<file path="src/cit_pkg.sv">
// Constants, types and helpers shared by the calibrated interval timer
//
// Functional notes
// Recalibrate tick period at each base start
// Clear, clear watchdog, count, convert, load
// Init: mask tick, falling switch edge enabled
// Init: clear debounce and key counters
// Interval starts at table entry zero
// After init: LED off, tick unmasked
// Idle between events; work only on events
// Preload measurement counter for wake latency
// Switch edge: debounce nine, disable switch
// Each tick: clear watchdog, step debounce; the tick that opens a recalibration only clears the watchdog
// Debounce end: re-enable switch, sample pin
// Low level counts a press, selects interval
// Base counter per tick; interval per base
// Interval expiry toggles LED and reloads
// Switch pulls low; LED output driven
// Base count is 66 minus count/128, adjusted
// Key counter wraps past table end
// Table holds one to five base periods
// Offset is forty steps plus one
// Debounce handled before base counting
package cit_pkg;

   // ------------------------------------------------------------
   // Timing
   // ------------------------------------------------------------
   localparam int CLK_PERIOD_NS = 10;   // System clock period
   localparam int STEP_NS = 700;        // One measurement count step
   // Least time, so round up to whole cycles
   localparam int STEP_CYC = (STEP_NS + CLK_PERIOD_NS - 1) / CLK_PERIOD_NS;
   localparam logic [6:0] STEP_CNT_MAX = 7'(STEP_CYC - 1);

   // ------------------------------------------------------------
   // Calibration arithmetic
   // ------------------------------------------------------------
   localparam logic [15:0] WAKE_LATENCY_OFFSET = 16'h0028; // Forty steps
   localparam logic [15:0] SETUP_STEP = 16'h0001;          // Setup overhead
   localparam logic [15:0] MEAS_MAX = 16'hFFFF;            // Saturation
   localparam int MEAS_SHIFT = 7;                          // Divide by 128
   localparam logic [7:0] BASE_BIAS = 8'h42;               // 66
   localparam logic [7:0] BASE_LOW_LIMIT = 8'h1C;          // 28

   // ------------------------------------------------------------
   // Debounce and interval table
   // ------------------------------------------------------------
   localparam logic [3:0] DEBOUNCE_LOAD = 4'h9;
   localparam logic [2:0] KEY_LAST = 3'h4;                 // Last table index
   localparam logic [7:0] INTERVAL_TABLE [5] = '{8'h01, 8'h02, 8'h03, 8'h04, 8'h05};

   // ------------------------------------------------------------
   // Register map and fields
   // ------------------------------------------------------------
   localparam logic [3:0] CTRL_OFS = 4'h0;
   localparam logic [3:0] STATUS_OFS = 4'h4;
   localparam logic [3:0] COUNT_OFS = 4'h8;
   localparam logic [3:0] MEAS_OFS = 4'hC;
   localparam int CTRL_RUN_BIT = 0;
   localparam logic CTRL_RUN_RST = 1'b1;
   localparam int ST_LED_BIT = 0;
   localparam int ST_SWEN_BIT = 1;
   localparam int ST_TICKEN_BIT = 2;
   localparam int ST_CALP_BIT = 3;
   localparam int ST_STATE_LSB = 4;
   localparam int ST_DBC_LSB = 8;
   localparam int ST_KEY_LSB = 16;
   localparam int CNT_INTERVAL_LSB = 8;

   // ------------------------------------------------------------
   // Sequencer states, Gray along init, measure, calc, idle
   // ------------------------------------------------------------
   typedef enum logic [1:0] {
      ST_INIT = 2'b00,
      ST_MEAS = 2'b01,
      ST_CALC = 2'b11,
      ST_STOP = 2'b10
   } cit_state_e;

   // Ticks per base period from a measured count
   function automatic logic [7:0] calc_base(input logic [15:0] cnt);
      logic [7:0] e;
      e = BASE_BIAS - 8'(cnt >> MEAS_SHIFT);
      if (e < BASE_LOW_LIMIT) begin
         e = e + 8'h01;
      end
      return e;
   endfunction : calc_base

   // Next key index, wrapping past the table end
   function automatic logic [2:0] next_key(input logic [2:0] k);
      return (k >= KEY_LAST) ? 3'h0 : 3'(k + 3'h1);
   endfunction : next_key

endpackage : cit_pkg

</file>
<file path="src/cit_pin_if.sv">
// Synchronised pin events passed from the pin stage to the timer core
`timescale 1ns/1ns
interface cit_pin_if;
   logic tick_evt;   // One-cycle pulse per watchdog tick
   logic sw_level;   // Synchronised switch level
   logic sw_fall;    // One-cycle pulse on switch falling edge
   modport src (output tick_evt, output sw_level, output sw_fall);
   modport dst (input tick_evt, input sw_level, input sw_fall);
endinterface : cit_pin_if

</file>
<file path="src/cit_interval_timer.sv">
// Calibrated interval timer core driven by a slow watchdog tick
//
// The register offsets and strobed register access were chosen for this implementation.
`timescale 1ns/1ns
module cit_interval_timer import cit_pkg::*; (
   input wire logic clk,
   input wire logic srst,
   input wire logic wdt_tick_pin,
   input wire logic switch_input_pin,
   input wire logic [3:0] reg_addr,
   input wire logic [31:0] reg_wdata,
   input wire logic reg_wr,
   input wire logic reg_rd,
   output logic [31:0] reg_rdata,
   output logic led_output_pin,
   output logic wdt_clear
);

   // ------------------------------------------------------------
   // Pin stage
   // ------------------------------------------------------------
   cit_pin_if pins ();

   // Both pins come from outside the clock domain
   cit_pin_sync u_pin_sync (
      .clk(clk),
      .srst(srst),
      .wdt_tick_pin(wdt_tick_pin),
      .switch_input_pin(switch_input_pin),
      .pins(pins.src)
   );

   // ------------------------------------------------------------
   // State and storage
   // ------------------------------------------------------------
   cit_state_e state_q;          // Sequencer state
   logic run_q;                  // Software run enable
   logic first_q;                // First calibration after init
   logic tick_en_q;              // Tick event unmasked
   logic sw_en_q;                // Switch event enabled
   logic cal_pending_q;          // Next tick starts a base period
   logic [6:0] step_cnt_q;       // Measurement step divider
   logic [15:0] meas_q;          // Measurement counter
   logic [7:0] base_q;           // Base-tick counter
   logic [7:0] interval_q;       // Interval counter in base periods
   logic [3:0] dbc_q;            // Debounce counter
   logic [2:0] key_q;            // Key-press counter
   logic led_q;                  // LED drive
   logic wdt_clear_q;            // Watchdog clear pulse
   logic [31:0] rdata_q;         // Read data, one cycle after strobe

   // ------------------------------------------------------------
   // Event decode
   // ------------------------------------------------------------
   logic tick_ev;                // Tick accepted while unmasked
   logic start_meas;             // Entering a measurement
   logic proc_tick;              // Debounce and counting this cycle
   logic step_en;                // One measurement step
   logic sw_ev;                  // Accepted switch edge
   logic dbc_done;               // Debounce expires this tick
   logic press_ok;               // Valid press sampled
   logic [2:0] key_sel;          // Key index after this tick
   logic [7:0] base_cur;         // Base count before decrement
   logic [7:0] base_nxt;         // Base count after decrement
   logic base_wrap;              // One base period complete
   logic [7:0] int_nxt;          // Interval after decrement
   logic int_expire;             // Interval complete

   // Tick taken in the idle state only when unmasked
   assign tick_ev = pins.tick_evt && tick_en_q && (state_q == ST_STOP);

   // Measurement starts after init or at each new base period
   assign start_meas = ((state_q == ST_INIT) && run_q) ||
                       (tick_ev && cal_pending_q);

   // Ordinary ticks, or the tick that ended a recalibration
   assign proc_tick = (tick_ev && !cal_pending_q) ||
                      ((state_q == ST_CALC) && !first_q);

   // Slow step rate for the measurement counter
   assign step_en = (state_q == ST_MEAS) && (step_cnt_q == STEP_CNT_MAX);

   // Switch edge honoured only while enabled
   assign sw_ev = pins.sw_fall && sw_en_q && (state_q != ST_INIT);

   // Debounce runs out on this tick
   assign dbc_done = proc_tick && (dbc_q == 4'h1);

   // Low level after the wait is a real press
   assign press_ok = dbc_done && !pins.sw_level;

   // Debounce result is folded in before the reload
   assign key_sel = press_ok ? next_key(key_q) : key_q;

   // Fresh calibration replaces the stored base count
   assign base_cur = (state_q == ST_CALC) ? calc_base(meas_q) : base_q;
   assign base_nxt = base_cur - 8'h01;

   // Base period ends when the counter lands on zero
   assign base_wrap = proc_tick && (base_nxt == 8'h00);
   assign int_nxt = interval_q - 8'h01;
   assign int_expire = base_wrap && (int_nxt == 8'h00);

   // ------------------------------------------------------------
   // Control register
   // ------------------------------------------------------------

   // Clearing run holds the block in init; setting it restarts
   always_ff @(posedge clk) begin
      if (srst) begin
         run_q <= CTRL_RUN_RST;
      end else if (reg_wr && (reg_addr == CTRL_OFS)) begin
         run_q <= reg_wdata[CTRL_RUN_BIT];
      end
   end

   // ------------------------------------------------------------
   // Sequencer
   // ------------------------------------------------------------

   // Idle in stop between ticks; each tick either counts or measures
   always_ff @(posedge clk) begin
      if (srst || !run_q) begin
         state_q <= ST_INIT;
      end else begin
         unique case (state_q)
            ST_INIT: begin
               state_q <= ST_MEAS;
            end
            ST_MEAS: begin
               // Count until the next raw tick
               if (pins.tick_evt) begin
                  state_q <= ST_CALC;
               end
            end
            ST_CALC: begin
               state_q <= ST_STOP;
            end
            ST_STOP: begin
               if (start_meas) begin
                  state_q <= ST_MEAS;
               end
            end
         endcase
      end
   end

   // First pass after init loads, later passes also count
   always_ff @(posedge clk) begin
      if (srst || (state_q == ST_INIT)) begin
         first_q <= 1'b1;
      end else if (state_q == ST_CALC) begin
         first_q <= 1'b0;
      end
   end

   // Tick masked during init, unmasked once it completes
   always_ff @(posedge clk) begin
      if (srst || (state_q == ST_INIT)) begin
         tick_en_q <= 1'b0;
      end else if ((state_q == ST_CALC) && first_q) begin
         tick_en_q <= 1'b1;
      end
   end

   // Armed at each base wrap, consumed when measurement starts
   always_ff @(posedge clk) begin
      if (srst || (state_q == ST_INIT)) begin
         cal_pending_q <= 1'b0;
      end else if (base_wrap) begin
         cal_pending_q <= 1'b1;
      end else if (start_meas) begin
         cal_pending_q <= 1'b0;
      end
   end

   // ------------------------------------------------------------
   // Period measurement
   // ------------------------------------------------------------

   // Divider only runs while measuring, so every run starts aligned
   always_ff @(posedge clk) begin
      if (srst || (state_q != ST_MEAS)) begin
         step_cnt_q <= 7'h00;
      end else if (step_en) begin
         step_cnt_q <= 7'h00;
      end else begin
         step_cnt_q <= step_cnt_q + 7'h01;
      end
   end

   // Preloaded so the wake-up delay is already counted
   // Saturates rather than wrapping if the tick goes missing
   always_ff @(posedge clk) begin
      if (srst) begin
         meas_q <= 16'h0000;
      end else if (start_meas) begin
         meas_q <= WAKE_LATENCY_OFFSET + SETUP_STEP;
      end else if (step_en && (meas_q != MEAS_MAX)) begin
         meas_q <= meas_q + 16'h0001;
      end
   end

   // Watchdog cleared at measurement start and on every tick
   always_ff @(posedge clk) begin
      if (srst) begin
         wdt_clear_q <= 1'b0;
      end else begin
         wdt_clear_q <= start_meas ||
                        tick_ev ||
                        ((state_q == ST_MEAS) && pins.tick_evt);
      end
   end

   // ------------------------------------------------------------
   // Base and interval counting
   // ------------------------------------------------------------

   // Base counter loaded from the formula, stepped per tick
   always_ff @(posedge clk) begin
      if (srst || (state_q == ST_INIT)) begin
         base_q <= 8'h00;
      end else if (proc_tick) begin
         base_q <= base_nxt;
      end else if ((state_q == ST_CALC) && first_q) begin
         base_q <= calc_base(meas_q);
      end
   end

   // Interval counts base periods; reload picks the current key
   always_ff @(posedge clk) begin
      if (srst) begin
         interval_q <= INTERVAL_TABLE[0];
      end else if ((state_q == ST_INIT) || ((state_q == ST_CALC) && first_q)) begin
         interval_q <= INTERVAL_TABLE[0];
      end else if (int_expire) begin
         interval_q <= INTERVAL_TABLE[key_sel];
      end else if (base_wrap) begin
         interval_q <= int_nxt;
      end
   end

   // LED held off through init, toggled at each expiry
   always_ff @(posedge clk) begin
      if (srst || (state_q == ST_INIT)) begin
         led_q <= 1'b0;
      end else if ((state_q == ST_CALC) && first_q) begin
         led_q <= 1'b0;
      end else if (int_expire) begin
         led_q <= ~led_q;
      end
   end

   // ------------------------------------------------------------
   // Debounce and key counting
   // ------------------------------------------------------------

   // Loaded by an edge, counted down by ticks only
   always_ff @(posedge clk) begin
      if (srst || (state_q == ST_INIT)) begin
         dbc_q <= 4'h0;
      end else if (sw_ev) begin
         dbc_q <= DEBOUNCE_LOAD;
      end else if (proc_tick && (dbc_q != 4'h0)) begin
         dbc_q <= dbc_q - 4'h1;
      end
   end

   // Switch disabled while bouncing, so chatter is ignored
   always_ff @(posedge clk) begin
      if (srst) begin
         sw_en_q <= 1'b0;
      end else if (state_q == ST_INIT) begin
         sw_en_q <= 1'b1;
      end else if (sw_ev) begin
         sw_en_q <= 1'b0;
      end else if (dbc_done) begin
         sw_en_q <= 1'b1;
      end
   end

   // Press count selects the next table entry
   always_ff @(posedge clk) begin
      if (srst || (state_q == ST_INIT)) begin
         key_q <= 3'h0;
      end else if (press_ok) begin
         key_q <= key_sel;
      end
   end

   // ------------------------------------------------------------
   // Register read port
   // ------------------------------------------------------------

   // Data valid in the cycle after the read strobe only
   always_ff @(posedge clk) begin
      if (srst) begin
         rdata_q <= 32'h0000_0000;
      end else begin
         rdata_q <= 32'h0000_0000;
         if (reg_rd) begin
            unique case (reg_addr)
               CTRL_OFS: begin
                  rdata_q[CTRL_RUN_BIT] <= run_q;
               end
               STATUS_OFS: begin
                  rdata_q[ST_LED_BIT] <= led_q;
                  rdata_q[ST_SWEN_BIT] <= sw_en_q;
                  rdata_q[ST_TICKEN_BIT] <= tick_en_q;
                  rdata_q[ST_CALP_BIT] <= cal_pending_q;
                  rdata_q[ST_STATE_LSB +: 2] <= state_q;
                  rdata_q[ST_DBC_LSB +: 4] <= dbc_q;
                  rdata_q[ST_KEY_LSB +: 3] <= key_q;
               end
               COUNT_OFS: begin
                  rdata_q[7:0] <= base_q;
                  rdata_q[CNT_INTERVAL_LSB +: 8] <= interval_q;
               end
               MEAS_OFS: begin
                  rdata_q[15:0] <= meas_q;
               end
               default: begin
                  // Unmapped addresses read as zero
                  rdata_q <= 32'h0000_0000;
               end
            endcase
         end
      end
   end

   // ------------------------------------------------------------
   // Outputs
   // ------------------------------------------------------------
   assign reg_rdata = rdata_q;
   assign led_output_pin = led_q;
   assign wdt_clear = wdt_clear_q;

endmodule : cit_interval_timer

</file>
<file path="src/cit_pin_sync.sv">
// Two-stage synchronisers and edge detectors for the tick and switch pins
`timescale 1ns/1ns
module cit_pin_sync import cit_pkg::*; (
   input wire logic clk,
   input wire logic srst,
   input wire logic wdt_tick_pin,
   input wire logic switch_input_pin,
   cit_pin_if.src pins
);

   // ------------------------------------------------------------
   // Synchroniser stages
   // ------------------------------------------------------------
   logic tick_s1_q; // First stage, read only by second
   logic tick_s2_q; // Stable tick level
   logic tick_s3_q; // Delayed for edge detect
   logic sw_s1_q;   // First stage, read only by second
   logic sw_s2_q;   // Stable switch level
   logic sw_s3_q;   // Delayed for edge detect

   // Tick chain, idle low
   always_ff @(posedge clk) begin
      if (srst) begin
         tick_s1_q <= 1'b0;
         tick_s2_q <= 1'b0;
         tick_s3_q <= 1'b0;
      end else begin
         tick_s1_q <= wdt_tick_pin;
         tick_s2_q <= tick_s1_q;
         tick_s3_q <= tick_s2_q;
      end
   end

   // Switch chain, idle high so reset gives no false press
   always_ff @(posedge clk) begin
      if (srst) begin
         sw_s1_q <= 1'b1;
         sw_s2_q <= 1'b1;
         sw_s3_q <= 1'b1;
      end else begin
         sw_s1_q <= switch_input_pin;
         sw_s2_q <= sw_s1_q;
         sw_s3_q <= sw_s2_q;
      end
   end

   // Events from the settled stages only
   assign pins.tick_evt = tick_s2_q & ~tick_s3_q;
   assign pins.sw_level = sw_s2_q;
   assign pins.sw_fall = sw_s3_q & ~sw_s2_q;   // Press pulls low

endmodule : cit_pin_sync

</file>
<file path="config.mk">
export PLATFORM = sky130hd
export DESIGN_NAME = cit_interval_timer
export DESIGN_NICKNAME = d
export VERILOG_FILES = /design/src/cit_pkg.sv /design/src/cit_pin_if.sv /design/src/cit_interval_timer.sv /design/src/cit_pin_sync.sv
export SDC_FILE = /design/constraint.sdc
export NUM_CORES = 1
export LEC_CHECK = 0
export BUFFER_PORTS_ARGS = -buffer_cell sky130_fd_sc_hd__buf_2
export CORE_ASPECT_RATIO = 1.75
export CORE_MARGIN = 2
export CORE_UTILIZATION = 50
export DETAILED_ROUTE_END_ITERATION = 7
export MAX_ROUTING_LAYER = met4
export PLACE_DENSITY = 0.77
export SYNTH_ARGS = -nofsm -noshare
export SYNTH_HDL_FRONTEND = slang
export SYNTH_HIERARCHICAL = 1
export SYNTH_SLANG_ARGS = --single-unit
export TNS_END_PERCENT = 100
</file>
<file path="constraint.sdc">
create_clock -name clk -period 11.4 [get_ports clk]
set_clock_uncertainty 0.2 [all_clocks]
set_input_delay 0 -clock clk [delete_from_list [all_inputs] [get_ports clk]]
set_output_delay 0 -clock clk [all_outputs]
set_load 0.005 [all_outputs]
</file>
==> results.toml, run 1 <==
[detailed_routing]
detail_route.vias_per_cell = 5.89
drc = 0
wl_per_cell_um = 16.4
drtPass1Iterations = 6
highest_layer = "met4"
drt_iter0_markers = 275
drt_wl_total_um = 11400
wl_met3_um = 505
drt-met1-wl_um = 4240
ant_nets = 0
vias = 4090
met2_wirelength_um = 6100

[worst_setup_path]
path_max_fanout = 11
cp-end-kind = "register"
cp_slowest_cell = "o31ai_1"
cp_top_family = "compound AO/OA/AOI/OAI gates"
critPathMaxStageDelay_ns = 0.64
start_kind = "register"
cp_num_buf_inv = 1
crit_chain = "ha_1, and2b_2, o21ai_0, a21oi_1, nand2b_1, nor2_1, xnor2_1, mux2i_1, ha_1, inv_1, and2_1, and4_1, o31ai_1, a2111o_1, a21oi_1"
cp.required_ns = 11.42
critPathKind = "reg2reg"
critPathArrivalTime_ns = 4.80

[timing]
finalSetupViolations = 0
tns_ns = 0
worst_pin_slew_ns = 0.772
maxSlewHeadroom_pct = 48.1
hold_viol = 0
grt_setup_unrepaired = "no"
slew_violations = 0
fin_crit_sh_pct = 42.0
fmax_mhz = 209
min_period_ns = 4.78

[yosys]
ys_seq_elements = 80
synth_ff_type = "dfxtp_1"
yosys_warnings = 6
syn_area_mm2 = 0.00461
synth-seq-area-share_pct = 34.8
yosys.cell_types.count = 66
synthTopCellsByCount = "80 x dfxtp_1, 69 x nor2_1, 42 x nand2_1, 31 x a21oi_1"
syn_area_per_cell_um2 = 8.44
synth_edf_count = 0
synthTopCellsByArea = "dfxtp_1 35%, nor2_1 5.6%, ha_1 4.1%"
synth_top_cell_by_area = "dfxtp_1"
synth.most_common_cell = "dfxtp_1"
synthCells = 546
synthArstFlopShare_pct = 0
synthDominantCellAreaShare_pct = 34.8

[layout]
final_util_pct = 56.4
drive_gt1_share_pct = 13.6
area.growth.synth_to_final_pct = 10.7
fin_cells = 694
diodes = 0
nFillCells = 803
ff_latch_area_mm2 = 0.00160
multiInputGateArea_mm2 = 0.00274
final_nets = 626

[clocking]
clockBufferDepth = 2
cts_made_buffers = 9
path_clk_slew_ns = 0.06
cts-root-buf = "clkbuf_16"
cts_tree = "yes"
postCtsSetupBuffers = 0
ctsResizeCount = 0
clk_latency_ns = 0.35
htree_levels = 3
cts.sinks = 80

[floorplan]
dieArea_mm2 = 0.0100
die_w_um = 76.6
die_y_um = 131
row_count = 46
io_pins = 76
coreArea_mm2 = 0.00904
start_util_pct = 51.0

[worst_hold_path]
hold_class = "in2reg"

[global_routing]
antenna_found_initial = 0
grt_pass1_vias = 3941
grt_max_degree = 22
grt-ovfl-total = 0
grt_pass1_wl_um = 18400
grt_usage_pct = 23.8

[place]
portBuffers = 31
dpl.hpwl_um = 8470
placedCellCount = 668
gp_congestion = 0.996

[outcome]
status = "complete, no violations"

[power]
p_leak_nw = 1.89
ir_drop_mv = 0.102
pwr_density_cell_mw_per_mm2 = 118

[flow_run]
maxCapViolations = 0
[placed cells by master, fill, tap and decap left out, drive strengths merged, types with 13 or more instances in the layout]
cell / instances
dfxtp: 80
nor2: 69
nand2: 42
a21oi: 32
buf: 32
o21ai: 20
xnor2: 20
inv: 18
nand3: 17
ha: 15
xor2: 14
nor3: 14
mux2i: 13
conb: 13
[power by group]
group          internal (mW)  leakage [nW]  switching [mW]
clock network          0.156         0.132           0.121
registers              0.283         0.648         0.00405
logic                 0.0137          1.11          0.0219
total                  0.453          1.89           0.147
[routing by layer]
metal | track usage, % | vias up
met4 | 13.8 | 0
met5 | - | -
met3 | 3.91 | 49
met2 | 44.6 | 155
li1 | - | 1958
met1 | 23.1 | 1928
[worst reg2reg max path, stage by stage, from the launching register on]
cell	delay (ns)
dfxtp_1	0.60
ha_1	0.42
and2b_2	0.21
o21ai_0	0.18
a21oi_1	0.40
nand2b_1	0.41
nor2_1	0.10
xnor2_1	0.16
mux2i_1	0.22
ha_1	0.28
inv_1	0.11
and2_1	0.14
and4_1	0.23
o31ai_1	0.64
a2111o_1	0.28
a21oi_1	0.07
[state kept, by name, summed over array words and instances (netlist names), 2 cells and up]
name	count
meas_q	16
interval_q	8
key_q	3
reg_rdata	19
step_cnt_q	7
base_q	8
dbc_q	4
state_q	2
[path summary, 6_finish.rpt]
kind                      startpoint                        to  slack, ns  cells after the start
setup / recovery           meas_q[8]             interval_q[4]       6.62                     15
hold / removal           reg_addr[3]             reg_rdata[14]       0.04                      3
setup reg to reg           meas_q[8]             interval_q[4]       6.62                     15
hold reg to reg   u_pin_sync/sw_s1_q  u_pin_sync/pins.sw_level       0.23                      1
[repair_timing]
action / in CTS / in global routing
hold buffers: 10 / 0
setup endpoints to repair: 0 / 0
hold endpoints to repair: 16 / 0
[layout make-up]
| type | count | share of cell area, % |
|---|---|---|
| clock buffers | 10 | 4.69 |
| clock inverters | 6 | 0.957 |
| inverters | 15 | 1.10 |
| multi-input cells | 421 | 53.7 |
| flip-flops and latches | 80 | 31.4 |
| well taps | 120 | 2.94 |
| repair buffers | 42 | 5.15 |
[stage by stage]
step	hold WS [ns]	worst slack (ns)	area [um2]	total power, mW
CTS	0.0254	6.70	5100	0.603
floorplan	-0.128	7.62	4650	0.320
finish	0.0362	6.62	5100	0.600
detailed placement	0.00156	6.74	4710	0.326
global placement	-0.0198	6.88	4710	0.325
global route	0.0730	6.33	5100	0.619
[kinds of logic (layout without fill, tap and decap cells)]
group                    after synthesis  after routing  share of synthesized area (%)
AND/OR/NAND/NOR                      226            226                           25.5
AO/OA/AOI/OAI                        113            113                           17.8
flip-flops                            80             80                           34.8
buffers and inverters                 57             73                           6.71
XOR/XNOR                              34             34                           6.47
multiplexers                          20             20                           4.54
adder cells (fa/ha/maj)               15             15                           4.07
other                                  1             13                         0.0814
No activity file was read; power rests on OpenSTA's default activity.
==> run 2: changes to the inputs <==
- PLACE_DENSITY: 0.77 -> 0.8
- clock period: 11.4 -> 3.92 ns (I/O delays scaled with it)
==> run 2 against run 1 <==
Against the previous run:
- global-route usage rose by 0.55 points
- cell area rose by 4.5%
- first-iteration DRC count rose by 28%
- fmax rose by 27%
- highest routed layer unchanged
- count of clock-buffer cells in the layout did not move
- sequential share of layout area fell by 1.3 points
- core utilization rose by 2.5 points
- hold slack got worse by 0.0072 ns
==> results.toml, run 2 (synthesized netlist as in run 1, its figures left out) <==
[floorplan]
die_w_um = 76.6
dieArea_mm2 = 0.0100
die_y_um = 131
io_pins = 76
coreArea_mm2 = 0.00904
start_util_pct = 51.0
row_count = 46

[worst_setup_path]
critPathArrivalTime_ns = 3.80
path_max_fanout = 10
cp.required_ns = 3.95
start_kind = "register"
cp-end-kind = "register"
critPathKind = "reg2reg"

[detailed_routing]
met2_wirelength_um = 6410
highest_layer = "met4"
drc = 0
drtPass1Iterations = 5
drt_iter0_markers = 352
vias = 4108
drt-met1-wl_um = 4350
ant_nets = 0
drt_wl_total_um = 11800
wl_per_cell_um = 16.5
wl_met3_um = 451
detail_route.vias_per_cell = 5.75

[place]
dpl_cell_area_mm2 = 0.00486
gp_congestion = 0.992
dpl.hpwl_um = 8730
portBuffers = 31

[global_routing]
grt_usage_pct = 24.4
grt-ovfl-total = 0
grt_pass1_wl_um = 18600
grt_pass1_vias = 3938
antenna_found_initial = 0
grt_max_degree = 22

[layout]
final_cell_mix = "80 x dfxtp_1, 69 x nor2_1, 42 x nand2_1"
diodes = 0
final_common_cell = "dfxtp_1"
drive_gt1_share_pct = 17.6
final_util_pct = 59.0
final_area_mm2 = 0.00533
area.growth.synth_to_final_pct = 15.7
final_nets = 647
largest_register_ffs = 19

[power]
pwr_density_cell_mw_per_mm2 = 346
p_leak_nw = 2.02
ir_drop_mv = 0.260
power.total_mw = 1.84

[clocking]
cts.sinks = 80
cts-root-buf = "clkbuf_16"
htree_levels = 3
clockBufferDepth = 2
cts_tree = "yes"
cts_made_buffers = 9
path_clk_slew_ns = 0.06
clk_latency_ns = 0.34

[timing]
fin_crit_sh_pct = 96.2
finalSetupViolations = 0
fmax_mhz = 265
maxSlewHeadroom_pct = 55.2
min_period_ns = 3.77
slew_violations = 0
worst_pin_slew_ns = 0.672
hold_viol = 0

[worst_hold_path]
hold_class = "in2reg"

[flow_run]
maxCapViolations = 0

[outcome]
status = "complete, no violations"
## run 2: path summary, 6_finish.rpt
path | from | endpoint | slack (ns) | cells after the start
worst max register to register | meas_q[8] | interval_q[2] | 0.15 | 15
worst max-delay path | meas_q[8] | interval_q[2] | 0.15 | 15
worst min-delay path | reg_addr[3] | reg_rdata[0] | 0.03 | 3
worst min register to register | u_pin_sync/sw_s1_q | u_pin_sync/pins.sw_level | 0.20 | 1
## run 2: where the power goes
group | switching (mW) | internal, mW | leakage [nW]
registers | 0.0119 | 0.824 | 0.648
clock network | 0.338 | 0.561 | 0.157
logic | 0.0643 | 0.0427 | 1.21
## run 2: layer usage
| layer | track usage (%) | vias up |
|---|---|---|
| met2 | 45.0 | 133 |
| met1 | 23.3 | 1937 |
| met4 | 16.1 | 0 |
| met5 | - | - |
| met3 | 4.05 | 41 |
| li1 | - | 1997 |
## run 2: area by class of cell
class | count | area, um2
inverter | 15 | 56.3
clock inverter | 6 | 91.3
timing repair buffer | 63 | 420
fill | 787 | 3710
clock buffer | 10 | 229
tap | 120 | 150
multi-input combinational | 421 | 2780
sequential | 80 | 1600
## run 2: what timing repair did
action,CTS,global route
resized for setup,1,8
pin swaps,0,1
endpoints found under the hold margin,17,0
buffers inserted,0,1
setup endpoints to repair,3,10
hold buffers,10,0
## run 2: per-stage QoR
| stage | setup WS [ns] | TNS (ns) | hold slack, ns | std cells |
|---|---|---|---|---|
| floorplan | 0.136 | 0 | -0.128 | 558 |
| CTS | 0.0751 | 0 | 0.00811 | 714 |
| finish | 0.150 | 0 | 0.0290 | 715 |
| global route | -0.0457 | -0.0912 | 0.0524 | 715 |
| global placement | 0.114 | 0 | -0.0201 | 688 |
| detailed placement | -0.00193 | -0.00193 | -0.00963 | 688 |
## run 2: worst max-delay path: stages, from the launching register on
cell	delay [ns]
dfxtp_1	0.32
a2111o_1	0.44
or4_4	0.49
nand2_1	0.11
nand2b_1	0.10
nor2_1	0.14
xnor2_1	0.16
mux2i_1	0.15
ha_2	0.24
inv_1	0.07
and2_1	0.12
and4_4	0.26
nor4_4	0.04
buf_4	0.19
or3_4	0.43
o221a_1	0.21
